[src/t8wg_pkg.sv]
// t8wg_pkg: constants and types for the 8-bit timer with waveform generator
// assumes: byte addresses on a 32-bit Avalon-MM slave, data in the low byte
package t8wg_pkg;

   ////////////////////////////////////////////////////////////////////////////
   // register map (byte addresses)
   localparam logic [4:0] OFS_CONTROL = 5'h00;
   localparam logic [4:0] OFS_COUNT = 5'h04;
   localparam logic [4:0] OFS_COMPARE = 5'h08;
   localparam logic [4:0] OFS_FLAGS = 5'h0c;
   localparam logic [4:0] OFS_PORT = 5'h10;

   // flag and port register fields
   localparam int FLAG_OVF_BIT = 0;
   localparam int FLAG_CMP_BIT = 1;
   localparam int PORT_VAL_BIT = 0;
   localparam int PORT_DIR_BIT = 1;

   // reset values
   localparam logic [7:0] CONTROL_RST = 8'h00;
   localparam logic [7:0] COUNT_RST = 8'h00;
   localparam logic [7:0] COMPARE_RST = 8'h00;

   ////////////////////////////////////////////////////////////////////////////
   // counter limits
   localparam logic [7:0] BOTTOM = 8'h00;
   localparam logic [7:0] MAX = 8'hff;
   localparam logic [7:0] ONE = 8'h01;

   // control register layout, bit 7 down to bit 0
   typedef struct packed {
      logic force_compare_strobe;
      logic mode_lo;
      logic [1:0] output_action_field;
      logic mode_hi;
      logic [2:0] clock_select_field;
   } t8wg_ctrl_t;

   typedef enum logic [1:0] {
      MODE_NORMAL = 2'b00,
      MODE_PHASE = 2'b01,
      MODE_CTC = 2'b10,
      MODE_FAST = 2'b11
   } t8wg_mode_t;

   // output actions
   localparam logic [1:0] ACT_OFF = 2'h0;
   localparam logic [1:0] ACT_TOGGLE = 2'h1;
   localparam logic [1:0] ACT_CLEAR = 2'h2;
   localparam logic [1:0] ACT_SET = 2'h3;

   ////////////////////////////////////////////////////////////////////////////
   // clock select codes and prescaler taps
   localparam logic [2:0] CS_STOP = 3'h0;
   localparam logic [2:0] CS_DIV1 = 3'h1;
   localparam logic [2:0] CS_DIV8 = 3'h2;
   localparam logic [2:0] CS_DIV64 = 3'h3;
   localparam logic [2:0] CS_DIV256 = 3'h4;
   localparam logic [2:0] CS_DIV1024 = 3'h5;
   localparam logic [2:0] CS_EXT_FALL = 3'h6;
   localparam logic [2:0] CS_EXT_RISE = 3'h7;
   localparam logic [9:0] MASK_DIV8 = 10'h007;
   localparam logic [9:0] MASK_DIV64 = 10'h03f;
   localparam logic [9:0] MASK_DIV256 = 10'h0ff;
   localparam logic [9:0] MASK_DIV1024 = 10'h3ff;
   localparam logic [9:0] PRESCALE_STEP = 10'h001;

endpackage

[src/t8wg_timer.sv]
// t8wg_timer: 8-bit timer/counter with compare unit and waveform generator
// assumes: Avalon-MM master on ref_clk, port driver outside uses pin/oe pair
//
// Design decisions made here: the register offsets and register access over Avalon-MM.
`timescale 1ns/100ps
module t8wg_timer (
   input wire logic ref_clk,
   input wire logic rst_n,
   input wire logic [4:0] avs_address,
   input wire logic avs_read,
   input wire logic avs_write,
   input wire logic [31:0] avs_writedata,
   input wire logic [3:0] avs_byteenable,
   output logic [31:0] avs_readdata,
   output logic avs_waitrequest,
   input wire logic external_count_pin,
   input wire logic compare_vector_ack,
   input wire logic overflow_vector_ack,
   output logic compare_output_pin_o,
   output logic compare_output_pin_oe,
   output logic compare_flag,
   output logic overflow_flag
);

   ////////////////////////////////////////////////////////////////////////////
   // reset release

   logic [1:0] rst_sync_reg;
   logic rst_n_sync;

   always_ff @(posedge ref_clk or negedge rst_n) begin
      if (!rst_n) begin
         rst_sync_reg <= 2'b00;
      end else begin
         rst_sync_reg <= {rst_sync_reg[0], 1'b1};
      end
   end

   assign rst_n_sync = rst_sync_reg[1];

   ////////////////////////////////////////////////////////////////////////////
   // state

   t8wg_pkg::t8wg_ctrl_t ctrl_reg;
   t8wg_pkg::t8wg_ctrl_t ctrl_wr;
   t8wg_pkg::t8wg_mode_t mode;
   logic [7:0] count_value_reg;
   logic [7:0] compare_value_reg;
   logic [7:0] compare_act_reg;
   logic dir_down_reg;
   logic block_reg;
   logic compare_output_reg;
   logic compare_output_next;
   logic cmp_flag_reg;
   logic ovf_flag_reg;
   logic port_val_reg;
   logic port_dir_reg;
   logic pin_o_reg;
   logic pin_oe_reg;
   logic wait_reg;
   logic [31:0] rdata_reg;
   logic [7:0] rd_byte;
   logic timer_tick_enable;

   ////////////////////////////////////////////////////////////////////////////
   // bus slave: one wait cycle, then the request is taken

   logic req;
   logic take;
   logic wr_en;
   logic wr_ctrl;
   logic wr_count;
   logic wr_compare;
   logic wr_flags;
   logic wr_port;

   assign req = avs_read | avs_write;
   assign take = req & ~wait_reg;
   assign wr_en = take & avs_write & avs_byteenable[0];
   assign wr_ctrl = wr_en & (avs_address == t8wg_pkg::OFS_CONTROL);
   assign wr_count = wr_en & (avs_address == t8wg_pkg::OFS_COUNT);
   assign wr_compare = wr_en & (avs_address == t8wg_pkg::OFS_COMPARE);
   assign wr_flags = wr_en & (avs_address == t8wg_pkg::OFS_FLAGS);
   assign wr_port = wr_en & (avs_address == t8wg_pkg::OFS_PORT);
   assign ctrl_wr = t8wg_pkg::t8wg_ctrl_t'(avs_writedata[7:0]);

   always_ff @(posedge ref_clk or negedge rst_n_sync) begin
      if (!rst_n_sync) begin
         wait_reg <= 1'b1;
      end else if (take) begin
         wait_reg <= 1'b1;
      end else if (req) begin
         wait_reg <= 1'b0;
      end
   end

   always_comb begin
      rd_byte = 8'h00;
      unique case (avs_address)
         t8wg_pkg::OFS_CONTROL: begin
            rd_byte = ctrl_reg;
            rd_byte[7] = 1'b0;
         end
         t8wg_pkg::OFS_COUNT: rd_byte = count_value_reg;
         t8wg_pkg::OFS_COMPARE: rd_byte = compare_value_reg;
         t8wg_pkg::OFS_FLAGS: begin
            rd_byte[t8wg_pkg::FLAG_OVF_BIT] = ovf_flag_reg;
            rd_byte[t8wg_pkg::FLAG_CMP_BIT] = cmp_flag_reg;
         end
         t8wg_pkg::OFS_PORT: begin
            rd_byte[t8wg_pkg::PORT_VAL_BIT] = port_val_reg;
            rd_byte[t8wg_pkg::PORT_DIR_BIT] = port_dir_reg;
         end
         default: rd_byte = 8'h00;
      endcase
   end

   always_ff @(posedge ref_clk or negedge rst_n_sync) begin
      if (!rst_n_sync) begin
         rdata_reg <= 32'h0000_0000;
      end else if (avs_read & wait_reg) begin
         rdata_reg <= {24'h00_0000, rd_byte};
      end
   end

   assign avs_waitrequest = wait_reg;
   assign avs_readdata = rdata_reg;

   ////////////////////////////////////////////////////////////////////////////
   // control and port registers

   always_ff @(posedge ref_clk or negedge rst_n_sync) begin
      if (!rst_n_sync) begin
         ctrl_reg <= t8wg_pkg::CONTROL_RST;
      end else if (wr_ctrl) begin
         ctrl_reg <= ctrl_wr;
         ctrl_reg.force_compare_strobe <= 1'b0;
      end
   end

   always_ff @(posedge ref_clk or negedge rst_n_sync) begin
      if (!rst_n_sync) begin
         port_val_reg <= 1'b0;
         port_dir_reg <= 1'b0;
      end else if (wr_port) begin
         port_val_reg <= avs_writedata[t8wg_pkg::PORT_VAL_BIT];
         port_dir_reg <= avs_writedata[t8wg_pkg::PORT_DIR_BIT];
      end
   end

   assign mode = t8wg_pkg::t8wg_mode_t'({ctrl_reg.mode_hi, ctrl_reg.mode_lo});

   t8wg_tick u_tick (
      .ref_clk(ref_clk),
      .rst_n_sync(rst_n_sync),
      .clock_select_field(ctrl_reg.clock_select_field),
      .external_count_pin(external_count_pin),
      .timer_tick_enable(timer_tick_enable)
   );

   ////////////////////////////////////////////////////////////////////////////
   // compare decode

   logic at_max;
   logic at_bottom;
   logic at_top;
   logic cmp_is_top;
   logic step;
   logic match;
   logic force_hit;
   logic [1:0] act;

   assign at_max = count_value_reg == t8wg_pkg::MAX;
   assign at_bottom = count_value_reg == t8wg_pkg::BOTTOM;
   assign at_top = (mode == t8wg_pkg::MODE_CTC) ? (count_value_reg == compare_act_reg) : at_max;
   assign cmp_is_top = compare_act_reg == t8wg_pkg::MAX;
   assign step = timer_tick_enable & ~wr_count;
   assign match = step & ~block_reg & (count_value_reg == compare_act_reg);
   assign force_hit = wr_ctrl & ctrl_wr.force_compare_strobe & ~ctrl_wr.mode_lo;
   assign act = ctrl_reg.output_action_field;

   ////////////////////////////////////////////////////////////////////////////
   // counter

   always_ff @(posedge ref_clk or negedge rst_n_sync) begin
      if (!rst_n_sync) begin
         count_value_reg <= t8wg_pkg::COUNT_RST;
         dir_down_reg <= 1'b0;
      end else if (wr_count) begin
         count_value_reg <= avs_writedata[7:0];
      end else if (timer_tick_enable) begin
         unique case (mode)
            t8wg_pkg::MODE_PHASE: begin
               // 255 up steps and 255 down steps make 510 ticks
               if (!dir_down_reg) begin
                  if (at_max) begin
                     count_value_reg <= count_value_reg - t8wg_pkg::ONE;
                     dir_down_reg <= 1'b1;
                  end else begin
                     count_value_reg <= count_value_reg + t8wg_pkg::ONE;
                  end
               end else if (at_bottom) begin
                  count_value_reg <= count_value_reg + t8wg_pkg::ONE;
                  dir_down_reg <= 1'b0;
               end else begin
                  count_value_reg <= count_value_reg - t8wg_pkg::ONE;
               end
            end
            t8wg_pkg::MODE_CTC: begin
               dir_down_reg <= 1'b0;
               if (at_top) begin
                  count_value_reg <= t8wg_pkg::BOTTOM;
               end else begin
                  count_value_reg <= count_value_reg + t8wg_pkg::ONE;
               end
            end
            t8wg_pkg::MODE_NORMAL, t8wg_pkg::MODE_FAST: begin
               dir_down_reg <= 1'b0;
               count_value_reg <= count_value_reg + t8wg_pkg::ONE;
            end
         endcase
      end
   end

   always_ff @(posedge ref_clk or negedge rst_n_sync) begin
      if (!rst_n_sync) begin
         block_reg <= 1'b0;
      end else if (wr_count) begin
         block_reg <= 1'b1;
      end else if (timer_tick_enable) begin
         block_reg <= 1'b0;
      end
   end

   ////////////////////////////////////////////////////////////////////////////
   // compare value and its double buffer

   always_ff @(posedge ref_clk or negedge rst_n_sync) begin
      if (!rst_n_sync) begin
         compare_value_reg <= t8wg_pkg::COMPARE_RST;
      end else if (wr_compare) begin
         compare_value_reg <= avs_writedata[7:0];
      end
   end

   always_ff @(posedge ref_clk or negedge rst_n_sync) begin
      if (!rst_n_sync) begin
         compare_act_reg <= t8wg_pkg::COMPARE_RST;
      end else begin
         unique case (mode)
            t8wg_pkg::MODE_NORMAL, t8wg_pkg::MODE_CTC: begin
               compare_act_reg <= compare_value_reg;
            end
            t8wg_pkg::MODE_PHASE: begin
               if (step & at_max & ~dir_down_reg) begin
                  compare_act_reg <= compare_value_reg;
               end
            end
            t8wg_pkg::MODE_FAST: begin
               if (step & at_max) begin
                  compare_act_reg <= compare_value_reg;
               end
            end
         endcase
      end
   end

   ////////////////////////////////////////////////////////////////////////////
   // flags: a set in the same cycle as a clear wins

   logic ovf_set;
   logic cmp_clr;
   logic ovf_clr;

   assign ovf_set = step & ((mode == t8wg_pkg::MODE_PHASE) ? (at_bottom & dir_down_reg) : at_max);
   assign cmp_clr = (wr_flags & avs_writedata[t8wg_pkg::FLAG_CMP_BIT]) | compare_vector_ack;
   assign ovf_clr = (wr_flags & avs_writedata[t8wg_pkg::FLAG_OVF_BIT]) | overflow_vector_ack;

   always_ff @(posedge ref_clk or negedge rst_n_sync) begin
      if (!rst_n_sync) begin
         cmp_flag_reg <= 1'b0;
      end else if (match) begin
         cmp_flag_reg <= 1'b1;
      end else if (cmp_clr) begin
         cmp_flag_reg <= 1'b0;
      end
   end

   always_ff @(posedge ref_clk or negedge rst_n_sync) begin
      if (!rst_n_sync) begin
         ovf_flag_reg <= 1'b0;
      end else if (ovf_set) begin
         ovf_flag_reg <= 1'b1;
      end else if (ovf_clr) begin
         ovf_flag_reg <= 1'b0;
      end
   end

   assign compare_flag = cmp_flag_reg;
   assign overflow_flag = ovf_flag_reg;

   ////////////////////////////////////////////////////////////////////////////
   // waveform generator

   function automatic logic t8wg_apply(input logic [1:0] a, input logic cur);
      logic res;
      res = cur;
      unique case (a)
         t8wg_pkg::ACT_OFF: res = cur;
         t8wg_pkg::ACT_TOGGLE: res = ~cur;
         t8wg_pkg::ACT_CLEAR: res = 1'b0;
         t8wg_pkg::ACT_SET: res = 1'b1;
      endcase
      return res;
   endfunction

   always_comb begin
      compare_output_next = compare_output_reg;
      if (force_hit) begin
         compare_output_next = t8wg_apply(ctrl_wr.output_action_field, compare_output_reg);
      end else if (step) begin
         unique case (mode)
            t8wg_pkg::MODE_NORMAL, t8wg_pkg::MODE_CTC: begin
               if (match) begin
                  compare_output_next = t8wg_apply(act, compare_output_reg);
               end
            end
            t8wg_pkg::MODE_FAST: begin
               // action 1 is reserved and leaves the output alone
               if (act[1]) begin
                  if (at_max) begin
                     compare_output_next = ~act[0];
                  end else if (match & ~cmp_is_top) begin
                     compare_output_next = act[0];
                  end
               end
            end
            t8wg_pkg::MODE_PHASE: begin
               if (act[1]) begin
                  if (at_max & ~dir_down_reg) begin
                     // top action for compare at TOP, else the up-match level
                     compare_output_next = cmp_is_top ? ~act[0] : act[0];
                  end else if (match) begin
                     // a match at BOTTOM counts as up-counting
                     compare_output_next = (dir_down_reg & ~at_bottom) ? ~act[0] : act[0];
                  end
               end
            end
         endcase
      end
   end

   always_ff @(posedge ref_clk or negedge rst_n_sync) begin
      if (!rst_n_sync) begin
         compare_output_reg <= 1'b0;
      end else begin
         compare_output_reg <= compare_output_next;
      end
   end

   ////////////////////////////////////////////////////////////////////////////
   // pin override

   always_ff @(posedge ref_clk or negedge rst_n_sync) begin
      if (!rst_n_sync) begin
         pin_o_reg <= 1'b0;
         pin_oe_reg <= 1'b0;
      end else begin
         pin_o_reg <= (act != t8wg_pkg::ACT_OFF) ? compare_output_reg : port_val_reg;
         pin_oe_reg <= port_dir_reg;
      end
   end

   assign compare_output_pin_o = pin_o_reg;
   assign compare_output_pin_oe = pin_oe_reg;

endmodule

[src/t8wg_tick.sv]
// t8wg_tick: prescaler and external pin edge detector making the timer tick
// assumes: external_count_pin already synchronous to ref_clk
`timescale 1ns/100ps
module t8wg_tick (
   input wire logic ref_clk,
   input wire logic rst_n_sync,
   input wire logic [2:0] clock_select_field,
   input wire logic external_count_pin,
   output logic timer_tick_enable
);

   logic [9:0] prescale_reg;
   logic ext_prev_reg;
   logic tick_reg;
   logic tick_next;

   ////////////////////////////////////////////////////////////////////////////
   // free-running prescaler
   always_ff @(posedge ref_clk or negedge rst_n_sync) begin
      if (!rst_n_sync) begin
         prescale_reg <= '0;
      end else begin
         prescale_reg <= prescale_reg + t8wg_pkg::PRESCALE_STEP;
      end
   end

   always_ff @(posedge ref_clk or negedge rst_n_sync) begin
      if (!rst_n_sync) begin
         ext_prev_reg <= 1'b0;
      end else begin
         ext_prev_reg <= external_count_pin;
      end
   end

   ////////////////////////////////////////////////////////////////////////////
   // source select; the tick is only an enable, never a clock
   always_comb begin
      unique case (clock_select_field)
         t8wg_pkg::CS_STOP: tick_next = 1'b0;
         t8wg_pkg::CS_DIV1: tick_next = 1'b1;
         t8wg_pkg::CS_DIV8: tick_next = &(prescale_reg | ~t8wg_pkg::MASK_DIV8);
         t8wg_pkg::CS_DIV64: tick_next = &(prescale_reg | ~t8wg_pkg::MASK_DIV64);
         t8wg_pkg::CS_DIV256: tick_next = &(prescale_reg | ~t8wg_pkg::MASK_DIV256);
         t8wg_pkg::CS_DIV1024: tick_next = &(prescale_reg | ~t8wg_pkg::MASK_DIV1024);
         t8wg_pkg::CS_EXT_FALL: tick_next = ext_prev_reg & ~external_count_pin;
         t8wg_pkg::CS_EXT_RISE: tick_next = ~ext_prev_reg & external_count_pin;
      endcase
   end

   always_ff @(posedge ref_clk or negedge rst_n_sync) begin
      if (!rst_n_sync) begin
         tick_reg <= 1'b0;
      end else begin
         tick_reg <= tick_next;
      end
   end

   assign timer_tick_enable = tick_reg;

endmodule

[config.mk]
export PLATFORM = sky130hd
export DESIGN_NAME = t8wg_timer
export DESIGN_NICKNAME = d
export VERILOG_FILES = /design/src/t8wg_pkg.sv /design/src/t8wg_timer.sv /design/src/t8wg_tick.sv
export SDC_FILE = /design/constraint.sdc
export NUM_CORES = 1
export LEC_CHECK = 0
export BUFFER_PORTS_ARGS = -buffer_cell sky130_fd_sc_hd__buf_2
export CAP_MARGIN = 10
export CORE_ASPECT_RATIO = 1.5
export CORE_MARGIN = 2
export CORE_UTILIZATION = 54
export DETAILED_ROUTE_END_ITERATION = 10
export PLACE_DENSITY = 0.8
export SETUP_SLACK_MARGIN = 0.2
export SLEW_MARGIN = 10
export SYNTH_ARGS = -nofsm -noshare
export SYNTH_HDL_FRONTEND = slang
export SYNTH_SLANG_ARGS = --single-unit
[constraint.sdc]
create_clock -name ref_clk -period 2.57 [get_ports ref_clk]
set_input_delay 0.3855 -clock ref_clk [delete_from_list [all_inputs] [get_ports ref_clk]]
set_output_delay 0.3855 -clock ref_clk [all_outputs]
set_load 0.05 [all_outputs]
==> results of run 1 <==
## critical path: stages (launching register included)
cell     delay [ns]
dfrtp_1        0.38
inv_1          0.11
ha_1           0.16
or3b_2         0.51
o21a_4         0.24
o21ai_4        0.26
mux2i_1        0.26
xor2_1         0.17
o21ai_1        0.08
## repair_timing
| item | CTS | global route |
|---|---|---|
| resized for setup | 0 | 1 |
| hold endpoints to repair | 2 | 0 |
| setup buffers | 0 | 1 |
| hold buffers | 1 | 0 |
| setup endpoints to repair | 0 | 2 |
## metal layers
layer | GRT usage [%] | part of all wire [%]
met5 | 0 | 0
met3 | 4.748 | 4.5
met1 | 25.58 | 36
met2 | 40.19 | 54
met4 | 17.79 | 6.2
## cell type report
cell class,count,area (sq um)
clock inverter,6,42.54
inverter,11,41.29
timing repair buffer,47,272.8
tap,76,95.09
fill,525,2491
clock buffer,10,137.6
multi-input combinational,255,1827
sequential,63,1579
## cells by family (layout without fill, tap and decap cells)
logic type,count (synthesis),count (layout)
buf+inv,53,74
flops,63,63
fa+ha+maj,10,10
mux,38,38
other cells,2,25
compound gates,69,69
simple gates,88,88
xor+xnor,25,25
## synthesized netlist by cell type, drive strengths merged (8+ instances only)
cell type / instances / area, sq um
xnor2: 16 / 140.1
nor2: 14 / 52.55
and3: 8 / 50.05
xor2: 9 / 78.83
buf: 28 / 215.2
dfrtp: 62 / 1551
mux2i: 10 / 100.1
nand3: 8 / 40.04
mux2: 28 / 315.3
inv: 11 / 41.29
nand2: 27 / 103.9
o21ai: 23 / 130.1
clkbuf: 14 / 52.55
ha: 10 / 125.1
## worst max path at each step
stage	startpoint	to	cells after the start
3_5_place_dp	avs_address[4]	compare_act_reg[5]$_DFFE_PN0P_	7
4_1_cts	count_value_reg[1]$_DFFE_PN0P_	count_value_reg[6]$_DFFE_PN0P_	8
3_3_place_gp	avs_address[4]	compare_act_reg[2]$_DFFE_PN0P_	7
6_report	count_value_reg[1]$_DFFE_PN0P_	count_value_reg[3]$_DFFE_PN0P_	8
2_1_floorplan	count_value_reg[0]$_DFFE_PN0P_	count_value_reg[4]$_DFFE_PN0P_	9
5_1_grt	count_value_reg[1]$_DFFE_PN0P_	count_value_reg[2]$_DFFE_PN0P_	8
## stage by stage
stage	std cells	setup WS [ns]	hold WS, ns
6_report	468	0.2773	0.1772
3_3_place_gp	450	0.2775	0.1705
3_5_place_dp	450	0.2539	0.1712
2_1_floorplan	371	0.3466	0.08991
5_1_grt	468	0.1925	0.1685
4_1_cts	467	0.2871	0.1639
## report_power, final
part	switching [mW]	total, mW	leakage (nW)	internal (mW)
clock network	0.405	0.784	0.0891	0.379
registers	0.217	1.37	0.836	1.15
logic	0.682	1.13	1.01	0.447
==> impl_metrics.json, run 1 <==
{
  "muxShareOfSynthArea_pct": 11.46,
  "finalHoldViolations": 0,
  "clockBufferDepth": 2,
  "synth_xor_area_share_pct": 6.041,
  "status": "complete, no violations",
  "finalSetupTns_ns": 0,
  "max_freq_mhz": 436.2,
  "grt_usage_pct": 23.80,
  "synth_top_family_by_area": "compound AO/OA/AOI/OAI gates",
  "rsz0062_at_grt": "yes",
  "route.vias.total": 2823,
  "clock_sinks": 63,
  "design.core.area_sq_um": 6486,
  "synth_edf_count": 0,
  "syn_to_final_growth_pct": 10.22,
  "min_from": "external_count_pin",
  "yosys_register_bits": 63,
  "synthAdderAreaFrac_pct": 3.452,
  "tightest_slew_ns": 0.5986,
  "ios": 85,
  "fin_nets": 445,
  "largest_reg_flops": 10,
  "grt_max_degree": 30,
  "grt_pass1_wl_um": 13410,
  "placed_cell_area_sq_um": 3795,
  "die-width_um": 70.90,
  "worstSetupPathType": "reg -> reg",
  "leakage_nw": 1.940,
  "routed_wl_um": 8331,
  "synth_compound_area_share_pct": 14.15,
  "drive_gt1_share_pct": 22.19,
  "ys_async_sr_fraction_pct": 100.0,
  "cellPowerDensity_nw_per_um2": 821.5,
  "dp_hpwl_um": 6460,
  "dieHeight_um": 104.3,
  "final_area_sq_um": 3995,
  "path_max_fanout": 6,
  "antenna_found_initial": 0,
  "yosysWarnings": 0,
  "drv_slew": 0,
  "post-route-period-util_pct": 89.21,
  "cts_buffers": 9,
  "min_path_cells": 1,
  "fin_worst_skew_ns": 0.006966,
  "cp.required_ns": 2.79,
  "fin_util_pct": 61.59,
  "setup_viol": 0,
  "r2r_slack_ns": 0.28,
  "cts_tree": "yes",
  "seq_area_frac_synth_pct": 43.53,
  "die-area_sq_um": 7398,
  "gp_congestion": 0.8996,
  "power_mw": 3.282,
  "wl_per_cell_um": 17.80,
  "maxSlewHeadroom_pct": 60.09,
  "drt-pass1-iter-count": 5,
  "num_rows": 36,
  "avgSynthCellArea_sq_um": 10.42,
  "finalCriticalPeriod_ns": 2.293,
  "min_to": "u_tick.ext_prev_reg$_DFF_PN0_",
  "clk_pin_slew_worst_paths_ns": 0.08,
  "clk_latency_ns": 0.34,
  "layout_commonest_cell": "dfrtp_1",
  "htreeDepth": 3,
  "grt_pass1_vias": 2744,
  "diodes": 0,
  "vdd_ir_drop_max_v": 0.0003986,
  "reg2reg_to": "count_value_reg[3]$_DFFE_PN0P_",
  "final_cell_mix": "61 x dfrtp_1, 33 x buf_2, 26 x nand2_1, 25 x conb_1, 16 x xnor2_1",
  "hold_class": "in -> reg",
  "worstPathArrival_ns": 2.51,
  "syn_inst": 348,
  "drv_cap": 0,
  "drtAntennaViolNets": 0,
  "cp-start-kind": "register",
  "synth_area_sq_um": 3625,
  "yosys.area_share.simple_pct": 12.63,
  "root_buffer": "clkbuf_8",
  "drc": 0,
  "initial_core_util_pct": 55.88,
  "dr.first_iter.drc_count": 294,
  "grt-ovfl-total": 0,
  "ys_types": 62,
  "critPathCaptureType": "register",
  "vias_per_cell": 6.032,
  "ff2ff_path_depth": 8,
  "numPortBuffers": 33,
  "reg2reg_from": "count_value_reg[1]$_DFFE_PN0P_",
  "synthFlopType": "dfrtp_1"
}
No activity file was read; power rests on OpenSTA's default activity.
==> run 2, diff against run 1 <==
==> constraint.sdc (replaced) <==
create_clock -name ref_clk -period 2.57 [get_ports ref_clk]
set_input_delay 0 -clock ref_clk [delete_from_list [all_inputs] [get_ports ref_clk]]
set_output_delay 0 -clock ref_clk [all_outputs]
set_load 0.05 [all_outputs]
==> impl_metrics.json, run 2 (synthesis results as in run 1) <==
{
  "gp_congestion": 0.9544,
  "worstPathArrival_ns": 2.52,
  "min_path_cells": 3,
  "maxSlewHeadroom_pct": 58.32,
  "antenna_found_initial": 0,
  "hold_class": "in -> reg",
  "worstSetupPathType": "reg -> reg",
  "reg2reg_to": "count_value_reg[2]$_DFFE_PN0P_",
  "syn_to_final_growth_pct": 14.46,
  "post-route-period-util_pct": 89.37,
  "ff2ff_path_depth": 6,
  "finalHoldViolations": 0,
  "final_cell_mix": "61 x dfrtp_1, 33 x buf_2, 26 x nand2_1, 25 x conb_1, 16 x xnor2_1",
  "worstPathCellList": "or4_4 > o21a_4 > o21ai_4 > mux2i_1 > xor2_1 > o21ai_1",
  "wl_per_cell_um": 18.03,
  "grt_usage_pct": 24.53,
  "setup_viol": 0,
  "root_buffer": "clkbuf_8",
  "drtAntennaViolNets": 0,
  "status": "complete, no violations",
  "diodes": 0,
  "cp_num_cells": 6,
  "dieHeight_um": 104.3,
  "worst-path-buf-inv": 0,
  "dr.first_iter.drc_count": 304,
  "fin_nets": 456,
  "cp.required_ns": 2.79,
  "initial_core_util_pct": 55.88,
  "die-width_um": 70.90,
  "n_fill_cell": 550,
  "drc": 0,
  "wl_met1_um": 3118,
  "path_max_fanout": 8,
  "grt_pass1_wl_um": 14030,
  "drv_slew": 0,
  "critPathCaptureType": "register",
  "startpoint": "count_value_reg[5]$_DFFE_PN0P_",
  "finalCriticalPeriod_ns": 2.297,
  "reg2reg_from": "count_value_reg[5]$_DFFE_PN0P_",
  "max_freq_mhz": 435.4,
  "ios": 85,
  "clk_latency_ns": 0.35,
  "largest_reg_flops": 10,
  "fin_worst_skew_ns": 0.01385,
  "crit_path_top_delay_cell": "or4_4",
  "design.core.area_sq_um": 6486,
  "clock_sinks": 63,
  "dp_hpwl_um": 6400,
  "crit_family": "simple AND/OR/NAND/NOR gates",
  "wl_met3_um": 428,
  "layout_commonest_cell": "dfrtp_1",
  "vias_per_cell": 5.898,
  "finalSetupTns_ns": 0,
  "r2r_slack_ns": 0.27,
  "drv_cap": 0,
  "cp-start-kind": "register",
  "grt-ovfl-total": 0,
  "cellPowerDensity_nw_per_um2": 837.7,
  "grt_pass1_vias": 2829,
  "min_from": "avs_address[4]",
  "grt_max_degree": 30,
  "clk_pin_slew_worst_paths_ns": 0.07,
  "highest_layer": "met4",
  "vdd_ir_drop_max_v": 0.0004221,
  "cts_tree": "yes",
  "clockBufferDepth": 2,
  "rsz0062_at_grt": "no",
  "placed_cell_area_sq_um": 3772,
  "route.vias.total": 2825,
  "routed_wl_um": 8638,
  "die-area_sq_um": 7398,
  "htreeDepth": 3,
  "numPortBuffers": 33,
  "num_rows": 36,
  "final_area_sq_um": 4149,
  "drt-pass1-iter-count": 4,
  "wl_met2_um": 4755,
  "tightest_slew_ns": 0.6251,
  "cts_buffers": 9,
  "drive_gt1_share_pct": 20.35,
  "max_stage_delay_ns": 0.63,
  "leakage_nw": 2.008,
  "min_to": "port_dir_reg$_DFFE_PN0P_"
}
## run 2: cell types whose count changed in the layout (fill, tap and decap cells not counted), moves of 2 or more
| cell | delta |
|---|---|
| buf_4 | -3 |
| bufinv_16 | +2 |
| clkinvlp_4 | -2 |
| dlygate4sd3_1 | +14 |
## run 2: timing repair
action,in CTS,in global routing
hold endpoints to repair,25,0
hold buffers,15,0
setup endpoints to repair,0,1
resized for setup,0,0
setup buffers,0,1
## run 2: worst max path at each step
stage / endpoint / slack (ns)
final: count_value_reg[2]$_DFFE_PN0P_ / 0.27
after global routing: count_value_reg[2]$_DFFE_PN0P_ / 0.18
after CTS: count_value_reg[2]$_DFFE_PN0P_ / 0.30
after detailed placement: compare_output_reg$_DFFE_PN0P_ / 0.32
after global placement: count_value_reg[2]$_DFFE_PN0P_ / 0.37
after floorplan: count_value_reg[4]$_DFFE_PN0P_ / 0.35
## run 2: layout make-up
cell class	instances	area [sq um]	share of cell area, %
clock buffers	10	127.6	3.076
clock inverters	6	91.34	2.201
inverters	11	41.29	0.9952
multi-input cells	255	1824	43.97
flip-flops and latches	63	1579	38.06
well taps	76	95.09	2.292
repair buffers	58	390.4	9.409
## run 2: metal layers
layer	vias up	GRT usage (%)
met1	1390	26.73
met5	-	0
met3	28	4.845
met4	0	11.86
li1	1300	-
met2	107	44.26
## run 2: stage by stage
stage	util (%)	power, mW	setup slack (ns)	std cells	hold slack [ns]
floorplan	-	2.247	0.3466	371	-0.2956
global placement	58.16	2.442	0.3665	447	-0.2149
detailed placement	58.16	2.478	0.3203	447	-0.2124
CTS	63.85	3.462	0.3028	478	0.09997
global route	63.97	3.649	0.1847	479	0.1073
finish	63.97	3.475	0.2732	479	0.1102
## run 2: power breakdown
group | leakage, nW | internal, mW | switching [mW]
logic | 1.06 | 0.451 | 0.677
clock network | 0.111 | 0.553 | 0.418
registers | 0.836 | 1.15 | 0.225
total | 2.01 | 2.16 | 1.32
## run 2: worst min-delay path, cell delays in order
cell     delay [ns]
buf_2          0.15
nand2_1        0.11
mux2_2         0.16
